[src/hw/cmsm_pkg.sv]
/*
 * Shared constants for the clock monitor and soft-mute block: register map,
 * field positions, reset values, divider ratios, timeout table and ramp timing.
 * Assumes a single 100 MHz system clock that also stands for the distribution
 * input clock.
 */
package cmsm_pkg;

  // Timing base.
  localparam int CLK_PERIOD_NS        = 10;
  localparam int REF_TICK_NS          = 1000000;
  localparam int MS_TICK_CYCLES_DEF   = REF_TICK_NS / CLK_PERIOD_NS;
  localparam int RAMP_BASE_NS         = 15000;
  localparam int RAMP_BASE_CYCLES_DEF = RAMP_BASE_NS / CLK_PERIOD_NS;
  localparam int MUTE_STEPS_DEF       = 100;

  // Clock tree ratios.
  localparam int PLL_TO_FS_RATIO = 1024;
  localparam int DIV_HALF        = 2;
  localparam int DIV_MOD         = 16;

  //////////////////////////////////////////////////////////////////////////////

  // Register offsets.
  localparam logic [7:0] ADDR_MON_CONFIG  = 8'h00;
  localparam logic [7:0] ADDR_MON_TIMEOUT = 8'h01;
  localparam logic [7:0] ADDR_MUTE_CONFIG = 8'h02;
  localparam logic [7:0] ADDR_FAULT_FLAGS = 8'h03;
  localparam logic [7:0] ADDR_FAULT_MASK  = 8'h04;

  // Field positions.
  localparam int MON1_SRC_BIT    = 4;
  localparam int MON2_SRC_LSB    = 2;
  localparam int MON1_EN_BIT     = 1;
  localparam int MON2_EN_BIT     = 0;
  localparam int MON1_TIME_LSB   = 3;
  localparam int MON2_TIME_LSB   = 0;
  localparam int RAMP_RATE_LSB   = 6;
  localparam int FLAG_MON1_BIT   = 0;
  localparam int FLAG_MON2_BIT   = 1;

  // Reset values.
  localparam logic [7:0] RST_MON_CONFIG  = 8'h03;
  localparam logic [7:0] RST_MON_TIMEOUT = 8'h3F;
  localparam logic [7:0] RST_MUTE_CONFIG = 8'h00;
  localparam logic [7:0] RST_FAULT_MASK  = 8'h00;

  // Detector two source codes.
  localparam logic [1:0] SRC2_PLAYBACK = 2'h0;
  localparam logic [1:0] SRC2_SENSE    = 2'h1;
  localparam logic [1:0] SRC2_PLL      = 2'h2;

  // Timeout table in milliseconds.
  localparam logic [10:0] TIMEOUT_MS_0 = 11'h00B;
  localparam logic [10:0] TIMEOUT_MS_1 = 11'h016;
  localparam logic [10:0] TIMEOUT_MS_2 = 11'h02C;
  localparam logic [10:0] TIMEOUT_MS_3 = 11'h057;
  localparam logic [10:0] TIMEOUT_MS_4 = 11'h0AE;
  localparam logic [10:0] TIMEOUT_MS_5 = 11'h15E;
  localparam logic [10:0] TIMEOUT_MS_6 = 11'h2BC;
  localparam logic [10:0] TIMEOUT_MS_7 = 11'h4B0;

  typedef enum logic [1:0] {
    CMSM_RUN,
    CMSM_RAMP_DOWN,
    CMSM_MUTED,
    CMSM_RAMP_UP
  } cmsm_mute_state_t;

  function automatic logic [10:0] cmsm_timeout_ms(input logic [2:0] sel);
    logic [10:0] ms;
    ms = TIMEOUT_MS_7;
    case (sel)
      3'h0: ms = TIMEOUT_MS_0;
      3'h1: ms = TIMEOUT_MS_1;
      3'h2: ms = TIMEOUT_MS_2;
      3'h3: ms = TIMEOUT_MS_3;
      3'h4: ms = TIMEOUT_MS_4;
      3'h5: ms = TIMEOUT_MS_5;
      3'h6: ms = TIMEOUT_MS_6;
      default: ms = TIMEOUT_MS_7;
    endcase
    return ms;
  endfunction : cmsm_timeout_ms

endpackage : cmsm_pkg

[src/hw/cmsm_detector.sv]
/*
 * One clock-loss detector: counts millisecond reference ticks since the last
 * observed edge of its monitored clock and flags a fault past the limit.
 * Assumes edge_in and ms_tick_in are one-cycle pulses on clk_in.
 */
`timescale 1ns/1ps
module cmsm_detector
(
  // Clock and reset
  input  wire logic        clk_in,
  input  wire logic        rst_b_in,
  // Control
  input  wire logic        enable_in,
  input  wire logic [10:0] limit_ms_in,
  // Events
  input  wire logic        edge_in,
  input  wire logic        ms_tick_in,
  // Result
  output logic             fault_out
);

  logic [10:0] elapsed_ms;

  // The counter saturates so a long outage never wraps back below the limit.
  always_ff @(posedge clk_in)
  begin
    if (!rst_b_in || !enable_in || edge_in)
      elapsed_ms <= 11'h000;
    else if (ms_tick_in && elapsed_ms != 11'h7FF)
      elapsed_ms <= elapsed_ms + 11'h001;
  end

  always_ff @(posedge clk_in)
  begin
    if (!rst_b_in || !enable_in || edge_in)
      fault_out <= 1'b0;
    else
      fault_out <= (elapsed_ms >= limit_ms_in);
  end

endmodule : cmsm_detector

[src/hw/cmsm_clock_monitor.sv]
/*
 * Clock distribution enables, two clock-loss detectors, the fault soft-mute
 * ramp and the byte register file that configures them.
 * Assumes clk_in is the distribution input clock, that the monitored clock
 * inputs are synchronous to it, and that an outside serial-control slave
 * turns bus transactions into the byte register strobes used here.
 */
`timescale 1ns/1ps
module cmsm_clock_monitor
#(
  parameter int MS_TICK_CYCLES   = cmsm_pkg::MS_TICK_CYCLES_DEF,
  parameter int RAMP_BASE_CYCLES = cmsm_pkg::RAMP_BASE_CYCLES_DEF,
  parameter int MUTE_STEPS       = cmsm_pkg::MUTE_STEPS_DEF
)
(
  // Clock and reset
  input  wire logic       clk_in,
  input  wire logic       rst_b_in,
  // Monitored clocks, sampled on clk_in
  input  wire logic       audio_port_bit_clock_in,
  input  wire logic       pulse_density_clock_in,
  input  wire logic       pll_clock_in,
  // Register strobes
  input  wire logic [7:0] reg_addr_in,
  input  wire logic       reg_wr_in,
  input  wire logic       reg_rd_in,
  input  wire logic [7:0] reg_wdata_in,
  output logic      [7:0] reg_rdata_out,
  // Clock distribution enables
  output logic            half_rate_node_tick_out,
  output logic            playback_modulator_tick_out,
  output logic            sense_modulator_tick_out,
  // Playback mute control
  output logic      [6:0] mute_attenuation_out,
  output logic            playback_muted_out,
  // Interrupt pin
  output logic            irq_out
);

  logic [7:0]                 clock_monitor_config;
  logic [7:0]                 clock_monitor_timeout;
  logic [7:0]                 clock_fault_mute_config;
  logic [7:0]                 fault_mask;
  logic [1:0]                 fault_flag_register;
  logic [3:0]                 div_count;
  logic [23:0]                ms_count;
  logic                       ms_tick;
  logic                       port_clk_q;
  logic                       pulse_density_clock_q;
  logic                       pll_clk_q;
  logic                       mon1_edge;
  logic                       mon2_edge;
  logic                       mon1_fault;
  logic                       mon2_fault;
  logic                       fault_any;
  logic                       flags_read;
  logic [23:0]                step_count;
  logic [23:0]                step_len;
  logic                       step_tick;
  cmsm_pkg::cmsm_mute_state_t mute_state;

  //////////////////////////////////////////////////////////////////////////////
  // Register file

  always_ff @(posedge clk_in)
  begin
    if (!rst_b_in)
    begin
      clock_monitor_config    <= cmsm_pkg::RST_MON_CONFIG;
      clock_monitor_timeout   <= cmsm_pkg::RST_MON_TIMEOUT;
      clock_fault_mute_config <= cmsm_pkg::RST_MUTE_CONFIG;
      fault_mask              <= cmsm_pkg::RST_FAULT_MASK;
    end
    else if (reg_wr_in)
    begin
      if (reg_addr_in == cmsm_pkg::ADDR_MON_CONFIG)
        clock_monitor_config <= {3'h0, reg_wdata_in[4:0]};
      else if (reg_addr_in == cmsm_pkg::ADDR_MON_TIMEOUT)
        clock_monitor_timeout <= {2'h0, reg_wdata_in[5:0]};
      else if (reg_addr_in == cmsm_pkg::ADDR_MUTE_CONFIG)
        clock_fault_mute_config <= {reg_wdata_in[7:6], 6'h00};
      else if (reg_addr_in == cmsm_pkg::ADDR_FAULT_MASK)
        fault_mask <= {6'h00, reg_wdata_in[1:0]};
    end
  end

  always_ff @(posedge clk_in)
  begin
    if (!rst_b_in)
      reg_rdata_out <= 8'h00;
    else if (reg_rd_in)
    begin
      if (reg_addr_in == cmsm_pkg::ADDR_MON_CONFIG)
        reg_rdata_out <= clock_monitor_config;
      else if (reg_addr_in == cmsm_pkg::ADDR_MON_TIMEOUT)
        reg_rdata_out <= clock_monitor_timeout;
      else if (reg_addr_in == cmsm_pkg::ADDR_MUTE_CONFIG)
        reg_rdata_out <= clock_fault_mute_config;
      else if (reg_addr_in == cmsm_pkg::ADDR_FAULT_FLAGS)
        reg_rdata_out <= {6'h00, fault_flag_register};
      else if (reg_addr_in == cmsm_pkg::ADDR_FAULT_MASK)
        reg_rdata_out <= fault_mask;
      else
        reg_rdata_out <= 8'h00;
    end
  end

  assign flags_read = reg_rd_in && (reg_addr_in == cmsm_pkg::ADDR_FAULT_FLAGS);

  // A fault present in the clearing cycle keeps its flag set.
  always_ff @(posedge clk_in)
  begin
    if (!rst_b_in)
      fault_flag_register <= 2'h0;
    else
      fault_flag_register <= (fault_flag_register & {2{!flags_read}}) |
                             {mon2_fault, mon1_fault};
  end

  always_ff @(posedge clk_in)
  begin
    if (!rst_b_in)
      irq_out <= 1'b0;
    else
      irq_out <= |(fault_flag_register & fault_mask[1:0]);
  end

  //////////////////////////////////////////////////////////////////////////////
  // Clock distribution enables

  always_ff @(posedge clk_in)
  begin
    if (!rst_b_in)
    begin
      div_count                   <= 4'h0;
      half_rate_node_tick_out     <= 1'b0;
      playback_modulator_tick_out <= 1'b0;
      sense_modulator_tick_out    <= 1'b0;
    end
    else
    begin
      div_count                   <= div_count + 4'h1;
      half_rate_node_tick_out     <= (32'(div_count) % cmsm_pkg::DIV_HALF) ==
                                     (cmsm_pkg::DIV_HALF - 1);
      playback_modulator_tick_out <= 32'(div_count) == (cmsm_pkg::DIV_MOD - 1);
      sense_modulator_tick_out    <= 32'(div_count) == (cmsm_pkg::DIV_MOD - 1);
    end
  end

  //////////////////////////////////////////////////////////////////////////////
  // Millisecond reference and edge detection

  always_ff @(posedge clk_in)
  begin
    if (!rst_b_in || ms_tick)
      ms_count <= 24'h000000;
    else
      ms_count <= ms_count + 24'h000001;
  end

  assign ms_tick = (ms_count == 24'(MS_TICK_CYCLES - 1));

  always_ff @(posedge clk_in)
  begin
    if (!rst_b_in)
      {port_clk_q, pulse_density_clock_q, pll_clk_q} <= 3'h0;
    else
      {port_clk_q, pulse_density_clock_q, pll_clk_q} <= {audio_port_bit_clock_in, pulse_density_clock_in,
                                             pll_clock_in};
  end

  always_comb
  begin
    if (clock_monitor_config[cmsm_pkg::MON1_SRC_BIT])
      mon1_edge = pulse_density_clock_in && !pulse_density_clock_q;
    else
      mon1_edge = audio_port_bit_clock_in && !port_clk_q;
  end

  // The reserved source code falls back to the playback modulator.
  always_comb
  begin
    case (clock_monitor_config[cmsm_pkg::MON2_SRC_LSB +: 2])
      cmsm_pkg::SRC2_SENSE: mon2_edge = sense_modulator_tick_out;
      cmsm_pkg::SRC2_PLL:   mon2_edge = pll_clock_in && !pll_clk_q;
      default:              mon2_edge = playback_modulator_tick_out;
    endcase
  end

  //////////////////////////////////////////////////////////////////////////////
  // Detectors

  cmsm_detector u_mon1
  (
    .clk_in      (clk_in),
    .rst_b_in    (rst_b_in),
    .enable_in   (clock_monitor_config[cmsm_pkg::MON1_EN_BIT]),
    .limit_ms_in (cmsm_pkg::cmsm_timeout_ms(
                    clock_monitor_timeout[cmsm_pkg::MON1_TIME_LSB +: 3])),
    .edge_in     (mon1_edge),
    .ms_tick_in  (ms_tick),
    .fault_out   (mon1_fault)
  );

  cmsm_detector u_mon2
  (
    .clk_in      (clk_in),
    .rst_b_in    (rst_b_in),
    .enable_in   (clock_monitor_config[cmsm_pkg::MON2_EN_BIT]),
    .limit_ms_in (cmsm_pkg::cmsm_timeout_ms(
                    clock_monitor_timeout[cmsm_pkg::MON2_TIME_LSB +: 3])),
    .edge_in     (mon2_edge),
    .ms_tick_in  (ms_tick),
    .fault_out   (mon2_fault)
  );

  assign fault_any = mon1_fault || mon2_fault;

  //////////////////////////////////////////////////////////////////////////////
  // Soft-mute ramp

  // The same rate is used going up, so the return is as smooth as the fade.
  assign step_len  = 24'(RAMP_BASE_CYCLES) <<
                     clock_fault_mute_config[cmsm_pkg::RAMP_RATE_LSB +: 2];
  assign step_tick = (step_count >= step_len - 24'h000001);

  always_ff @(posedge clk_in)
  begin
    if (!rst_b_in || step_tick ||
        mute_state == cmsm_pkg::CMSM_RUN || mute_state == cmsm_pkg::CMSM_MUTED)
      step_count <= 24'h000000;
    else
      step_count <= step_count + 24'h000001;
  end

  always_ff @(posedge clk_in)
  begin
    if (!rst_b_in)
    begin
      mute_state           <= cmsm_pkg::CMSM_RUN;
      mute_attenuation_out <= 7'h00;
      playback_muted_out   <= 1'b0;
    end
    else
    begin
      playback_muted_out <= (mute_state == cmsm_pkg::CMSM_MUTED);
      case (mute_state)
        cmsm_pkg::CMSM_RUN:
          if (fault_any)
            mute_state <= cmsm_pkg::CMSM_RAMP_DOWN;
        // End stops are tested after the fault check and before the step: a reversal can land on one before any step.
        cmsm_pkg::CMSM_RAMP_DOWN:
          if (!fault_any)
            mute_state <= cmsm_pkg::CMSM_RAMP_UP;
          else if (mute_attenuation_out == 7'(MUTE_STEPS))
            mute_state <= cmsm_pkg::CMSM_MUTED;
          else if (step_tick)
          begin
            mute_attenuation_out <= mute_attenuation_out + 7'h01;
            if (mute_attenuation_out == 7'(MUTE_STEPS - 1))
              mute_state <= cmsm_pkg::CMSM_MUTED;
          end
        cmsm_pkg::CMSM_MUTED:
          if (!fault_any)
            mute_state <= cmsm_pkg::CMSM_RAMP_UP;
        default:
          if (fault_any)
            mute_state <= cmsm_pkg::CMSM_RAMP_DOWN;
          else if (mute_attenuation_out == 7'h00)
            mute_state <= cmsm_pkg::CMSM_RUN;
          else if (step_tick)
          begin
            mute_attenuation_out <= mute_attenuation_out - 7'h01;
            if (mute_attenuation_out == 7'h01)
              mute_state <= cmsm_pkg::CMSM_RUN;
          end
      endcase
    end
  end

endmodule : cmsm_clock_monitor

[config.mk]
export PLATFORM = sky130hd
export DESIGN_NAME = cmsm_clock_monitor
export DESIGN_NICKNAME = d
export VERILOG_FILES = /design/src/hw/cmsm_pkg.sv /design/src/hw/cmsm_detector.sv /design/src/hw/cmsm_clock_monitor.sv
export SDC_FILE = /design/constraint.sdc
export NUM_CORES = 1
export LEC_CHECK = 0
export ABC_AREA = 1
export BUFFER_PORTS_ARGS = -buffer_cell sky130_fd_sc_hd__buf_2
export CORE_MARGIN = 2
export CORE_UTILIZATION = 43
export DETAILED_ROUTE_END_ITERATION = 8
export RECOVER_POWER = 100
export SYNTH_ARGS = -nofsm -noshare
export SYNTH_HDL_FRONTEND = slang
export SYNTH_HIERARCHICAL = 1
export SYNTH_SLANG_ARGS = --single-unit
[constraint.sdc]
create_clock -name clk_in -period 3.5 [get_ports clk_in]
set_input_delay 1.05 -clock clk_in [delete_from_list [all_inputs] [get_ports clk_in]]
set_output_delay 1.05 -clock clk_in [all_outputs]
set_load 0.01 [all_outputs]
Word level (Yosys, flattened, before mapping)
Index checks and enable logic that the tools add are counted.
{"block": "word_totals", "input_bits": 23, "ff_bits": 117, "output_inout_bits": 20, "elab_cells": 141}
{"block": "classes", "n_eq_ne": 35, "shift": 1, "magnitude_cmp": 3, "bitwise": 7, "n_reduce_logical": 38, "n_addsub": 8, "n_mux": 27}
{"op": "$pmux 11 s7", "n": 2}
{"op": "$add 24x1->24 const B", "n": 2}
{"op": "$mux 7", "n": 6}
{"op": "$eq 24x17->1 const B", "n": 1}
{"op": "$ge 24x24->1", "n": 1}
{"op": "$mux 2", "n": 12}
{"op": "$mux 8", "n": 3}
{"op": "$shl 11x2->24 const A", "n": 1}
{"op": "$sub 24x1->24 const B", "n": 1}
{"op": "$add 11x1->11 const B", "n": 2}
{"op": "$ge 11x11->1", "n": 2}
{"op": "$ne 11x11->1 const B", "n": 2}
{"op": "$eq 3x3->1 const B", "n": 6}
{"op": "$eq 8x2->1 const B", "n": 2}
{"op": "$eq 7x7->1 const B", "n": 2}
{"op": "$pmux 7 s2", "n": 1}
{"op": "$eq 3x2->1 const B", "n": 4}
{"op": "$ne 2x2->1 const B", "n": 5}
{"op": "$reduce_bool 5->1", "n": 2}
{"op": "$logic_or 1x1->1", "n": 9}
{"op": "$eq 8x1->1 const B", "n": 1}
{"op": "$eq 8x3->1 const B", "n": 1}
{"op": "$logic_not 8->1", "n": 1}
{"op": "$ne 4x4->1 const B", "n": 2}
{"op": "other kinds (27)", "n": 48}

Logic depth before layout (Yosys ltp)
{"block": "logic_depth", "word_depth": 7, "depth_mapped": 22, "ltp_nobuf": 22}

Hierarchy
The synthesis kept the hierarchy.
{"mod": "cmsm_clock_monitor", "seq_area_each_um2": 1861.8, "instances": 1, "cells_each": 741, "area_per_inst_um2": 5280.1}
{"mod": "cmsm_detector at u_mon2", "seq_area_each_um2": 240.2, "instances": 1, "cells_each": 145, "area_per_inst_um2": 933.4}
{"mod": "cmsm_detector at u_mon1", "seq_area_each_um2": 240.2, "instances": 1, "cells_each": 145, "area_per_inst_um2": 930.9}

Worst setup path after synthesis
OpenSTA, ideal clock, no wires.
{"block": "synth_path", "kind": "register -> register", "startpoint": "reg ms_count[0]", "endpoint": "reg u_mon1.elapsed_ms[9]", "arrival_ns": 2.779, "setup_ns": 0.115, "t_required_ns": 3.385, "slack_ns": 0.606, "path_stages_with_launch": 15, "period_less_slack_ns": 2.894, "path_buffers": 0, "path_cell_list": "dfxtp_1 -> ha_1 -> nand2_1 -> nor2_2 -> inv_2 -> nor2_1 -> inv_1 -> nor4_1 -> inv_2 -> nor2_2 -> nand2_1 -> nor2_1 -> nand3_1 -> nand2_1 -> nor2_1"}
{"block": "synth_via", "elab_chain_cells": 2}
{"item": "start, declared", "line": "cmsm_clock_monitor.sv:46", "text": "logic [23:0] ms_count;"}
{"item": "start signal, assigned", "line": "cmsm_clock_monitor.sv:158", "text": "ms_count <= ms_count + 24'h000001;"}
{"item": "$eq 24x17->1", "line": "cmsm_clock_monitor.sv:161", "text": "assign ms_tick = (ms_count == 24'(MS_TICK_CYCLES - 1));"}
{"item": "via ms_tick", "line": "cmsm_clock_monitor.sv:47", "text": "logic ms_tick;"}
{"item": "$logic_and 1x1->1", "line": "cmsm_detector.sv:29", "text": "else if (ms_tick_in && elapsed_ms != 11'h7FF)"}
{"item": "end signal, assigned", "line": "cmsm_detector.sv:30", "text": "elapsed_ms <= elapsed_ms + 11'h001;"}
{"item": "end, declared", "line": "cmsm_detector.sv:22", "text": "logic [10:0] elapsed_ms;"}
The timed path passes the listed nets, and every way through them passes these cells.
A chain may end at the register's enable or synchronous reset.

Worst setup path after layout
{"block": "layout_path", "startpoint": "reg clock_fault_mute_config[6]", "endpoint": "reg mute_attenuation_out[4]"}
{"block": "layout_via", "elab_chain_cells": 5, "word_cells_on_any_way": 6, "cone_classes": "add/sub: 1; order compare: 1; eq/ne: 1; shift: 1; reduce/logical: 2"}
{"item": "start, declared", "line": "cmsm_clock_monitor.sv:42", "text": "logic [7:0] clock_fault_mute_config;"}
{"item": "start signal, assigned", "line": "cmsm_clock_monitor.sv:71", "text": "clock_fault_mute_config <= cmsm_pkg::RST_MUTE_CONFIG;"}
{"item": "start signal, assigned", "line": "cmsm_clock_monitor.sv:81", "text": "clock_fault_mute_config <= {reg_wdata_in[7:6], 6'h00};"}
{"item": "$shl 11x2->24 *", "line": "cmsm_clock_monitor.sv:223", "text": "assign step_len = 24'(RAMP_BASE_CYCLES) <<"}
{"item": "$sub 24x1->24 *", "line": "cmsm_clock_monitor.sv:225", "text": "assign step_tick = (step_count >= step_len - 24'h000001);"}
{"item": "$ge 24x24->1 *", "line": "cmsm_clock_monitor.sv:225"}
{"item": "$ne 2x2->1 (no line) or $reduce_bool 2->1 (tied branches)"}
{"item": "$reduce_and 7->1 (no line) *"}
{"item": "end signal, assigned", "line": "cmsm_clock_monitor.sv:259", "text": "mute_attenuation_out <= mute_attenuation_out + 7'h01;"}
{"item": "end signal, assigned", "line": "cmsm_clock_monitor.sv:273", "text": "mute_attenuation_out <= mute_attenuation_out - 7'h01;"}
{"item": "end, declared", "line": "cmsm_clock_monitor.sv:34", "text": "output logic [6:0] mute_attenuation_out,"}
Mark *: on every way between the ends. The rest lies on a longest branch, timed or not.

==> run metrics <==
number of hold buffers added after CTS 0; CTS H-tree depth 4; Wirelength per Cell between 10 and 15 microns; source of the worst register-to-register timing path clock_fault_mute_config[6]$_SDFFE_PN0P_; GR Layer Usage met2 0.289; HP Class flip-flop to flip-flop; flop and latch count out of synthesis approximately 120; Core Footprint ~16000 sq um; proportion of layout cells with a drive suffix above 1 0.0954; count of filler cells inserted in the layout roughly 1700; critical path required time roughly 3.8 ns; height of the die about 130 microns; setup ws final a little under 0.5 ns; beginning of the worst hold path step_count[0]$_SDFF_PP0_; Congestion Overflow GR 0; antenna violations before repair 0; worst slew pin tran 1.10 ns; wire length of the first global-routing pass around 26000 microns; crit path kind flip-flop to flip-flop; number of nets with antenna violations after detailed routing 0; count of final hold-check violations 0; Min Hold Slack ~0.45 ns; Worst IR Drop VDD between 0.3 and 0.4 mV; library cell with the largest summed area after synthesis sky130_fd_sc_hd__dfxtp_1; I/O pin count 43; sum of negative setup slack 0 ns; final wirelength about 15000 microns; clk_lat worst skew around 0.4 ns; Post-CTS Resized 0; FF-to-FF End mute_attenuation_out[4]$_SDFFE_PN0P_; type of element launching the critical path flip-flop; skew final 0.0108 ns; fraction of the yosys area taken by sequential cells 0.328; final weighted congestion of routability-driven global placement between 0.8 and 0.9; Yosys warning count 6; status finished clean; floorplan row count 47; drt via density around 4.8; leading cell types by total area after synthesis sky130_fd_sc_hd__dfxtp_1 (33%), sky130_fd_sc_hd__nand2_1 (13%), sky130_fd_sc_hd__ha_1 (11%); maximum buffer depth of the clock tree 2; GRT Max-Usage Layer met2; mean area per synthesized cell roughly 7 sq um; number of unique standard cell types used by synthesis 45; crit path time final 3.02 ns; Post-Place Worst Slack between 0.5 and 0.6 ns; number of buffers inserted by post-CTS setup repair 0; logic depth of the worst register-to-register path 17; Antenna Cells 0; setup repair after global routing missed its margin false; Clock Pin Slew Worst Setup and Hold Paths about 0.05 ns; Detailed Routing Iterations Pass 1 5; power per cell area 414 nW/um^2; maximum number of pins on one net before global-route repair 25; effective utilization at floorplan 0.435; met1 GRT Util 0.240; vias in the first global route around 5700; commonest register cell after synthesis sky130_fd_sc_hd__dfxtp_1; violation count after the first detailed-route iteration roughly 210; Area growth syn-to-layout 14.1%; count of buffers inserted at the top-level ports 42; Max FO, Critical Path 9; layout net count between 1000 and 1500; fraction of synthesis flops using an asynchronous set or reset pin 0; leading cell types in the layout, fill and taps excluded sky130_fd_sc_hd__nand2_1 (248), sky130_fd_sc_hd__nor2_1 (142), sky130_fd_sc_hd__inv_1 (136), sky130_fd_sc_hd__dfxtp_1 (117), sky130_fd_sc_hd__a21oi_1 (74); count of placed standard cells in the final layout, fillers left out about 1300; total number of vias 6300; number of clock buffers inserted by TritonCTS 17; tightest slew margin relative to the limit 0.266; Final Util 0.497; fin crit share 0.863; top cell type's share of synthesized area 0.328; power consumption 3.37 mW; detailed-route DRC error count 0; HPWL reported at the end of detailed placement 11500 microns; CTS tree done; most frequent standard cell in the layout excluding fill and tap cells sky130_fd_sc_hd__nand2_1; met3 layer usage reported by global route 0.0395; DIE AREA 17700 sq um; number of enable flip-flop cells after synthesis 0; Leak Pwr between 3 and 4 nW; clock sinks about 120; internal reg-to-reg setup slack between 0.4 and 0.5 ns; post-route cell area approximately 8100 sq um; Slew Limit Fails 0; worst endpoint data arrival time ~3.3 ns; Hold Path Sink step_count[0]$_SDFF_PP0_; Syn Inst Count around 1000; global-route total usage across every layer 0.179; Final setup violation count 0; Worst setup EP type flip-flop; Placed Cells incl. Taps approximately 1300; max cap viols 0; DIE WIDTH 133 microns; cell depth of the worst hold path 1; dpl cell area ~7600 sq um; highest clock rate around 330 MHz; Syn Std Cell Area slightly above 7000 sq um; clk root buf sky130_fd_sc_hd__clkbuf_16
[per-layer routing]
metal	wire length [microns]	vias up
met5	0	-
met2	6890	96
met3	594	15
met4	124	0
met1	7600	2768
li1	-	3421
[kinds of logic after synthesis]
group,synth area share
adder cells (fa/ha/maj),0.114
other,0.000525
AND/OR/NAND/NOR,0.335
AO/OA/AOI/OAI,0.109
flip-flops,0.328
XOR/XNOR,0.0257
buffers and inverters,0.0881
[worst max path at each step]
stage | from | to | slack (ns)
3_5_place_dp | clock_fault_mute_config[6]$_SDFFE_PN0P_ | step_count[17]$_SDFF_PP0_ | 0.57
3_3_place_gp | clock_fault_mute_config[6]$_SDFFE_PN0P_ | step_count[19]$_SDFF_PP0_ | 0.68
6_report | clock_fault_mute_config[6]$_SDFFE_PN0P_ | mute_attenuation_out[4]$_SDFFE_PN0P_ | 0.48
4_1_cts | clock_fault_mute_config[6]$_SDFFE_PN0P_ | step_count[17]$_SDFF_PP0_ | 0.54
2_1_floorplan | ms_count[0]$_SDFF_PP0_ | u_mon1/elapsed_ms[9]$_SDFFE_PP0P_ | 0.61
5_1_grt | clock_fault_mute_config[6]$_SDFFE_PN0P_ | step_count[17]$_SDFF_PP0_ | 0.1
[layout make-up]
class	instances	area, sq um	area share
Clock buffer	21	480	0.0590
Clock inverter	8	101	0.0124
Inverter	148	556	0.0682
Multi-Input combinational cell	760	4190	0.514
Sequential cell	117	2340	0.287
Tap cell	220	275	0.0338
Timing Repair Buffer	47	203	0.0249
[cell usage after synthesis, types with 5 or more instances]
master	n
sky130_fd_sc_hd__nand2_1	247
sky130_fd_sc_hd__nor2_1	139
sky130_fd_sc_hd__inv_1	134
sky130_fd_sc_hd__dfxtp_1	117
sky130_fd_sc_hd__a21oi_1	74
sky130_fd_sc_hd__ha_1	65
sky130_fd_sc_hd__nand3_1	45
sky130_fd_sc_hd__o21ai_0	32
sky130_fd_sc_hd__nand4_1	15
sky130_fd_sc_hd__xor2_1	15
sky130_fd_sc_hd__inv_2	14
sky130_fd_sc_hd__nor2_2	13
sky130_fd_sc_hd__nor3_1	13
sky130_fd_sc_hd__o211ai_1	11
sky130_fd_sc_hd__clkbuf_1	8
sky130_fd_sc_hd__nand2_2	7
sky130_fd_sc_hd__nor3b_1	7
sky130_fd_sc_hd__nand3_2	6
sky130_fd_sc_hd__nor2_4	6
sky130_fd_sc_hd__nor4_1	6
sky130_fd_sc_hd__xnor2_1	6
sky130_fd_sc_hd__buf_2	5
sky130_fd_sc_hd__o21a_1	5
sky130_fd_sc_hd__o21ai_1	5
sky130_fd_sc_hd__o21bai_1	5
[state kept, by name, summed over array words and instances (netlist names), 2 cells and up]
name / cells
ms_count: 24
step_count: 24
u_mon1/elapsed_ms: 11
u_mon2/elapsed_ms: 11
reg_rdata_out: 8
mute_attenuation_out: 7
clock_monitor_timeout: 6
clock_monitor_config: 5
div_count: 4
clock_fault_mute_config: 2
fault_flag_register: 2
fault_mask: 2
mute_state: 2
[power by group]
part           switching [mW]  total (mW)  internal [mW]
combinational           0.187       0.279         0.0923
sequential             0.0211        1.38           1.36
clock                   0.602        1.71           1.11
[critical path, stage by stage, from the launching register on]
cell and delay [ns]:
sky130_fd_sc_hd__dfxtp_1 0.47, sky130_fd_sc_hd__inv_1 0.16, sky130_fd_sc_hd__ha_1 0.27, sky130_fd_sc_hd__a21oi_1 0.14, sky130_fd_sc_hd__nand4_1 0.10, sky130_fd_sc_hd__xor2_1 0.16
sky130_fd_sc_hd__ha_1 0.30, sky130_fd_sc_hd__nand2_1 0.07, sky130_fd_sc_hd__nor2_1 0.10, sky130_fd_sc_hd__nand2_1 0.06, sky130_fd_sc_hd__nor2_1 0.08, sky130_fd_sc_hd__nand2_1 0.06
sky130_fd_sc_hd__nand3_1 0.22, sky130_fd_sc_hd__nand2_1 0.28, sky130_fd_sc_hd__inv_2 0.16, sky130_fd_sc_hd__nand2_1 0.08, sky130_fd_sc_hd__o21ai_0 0.14, sky130_fd_sc_hd__a21oi_1 0.05
(Power assumes the default switching activity.)
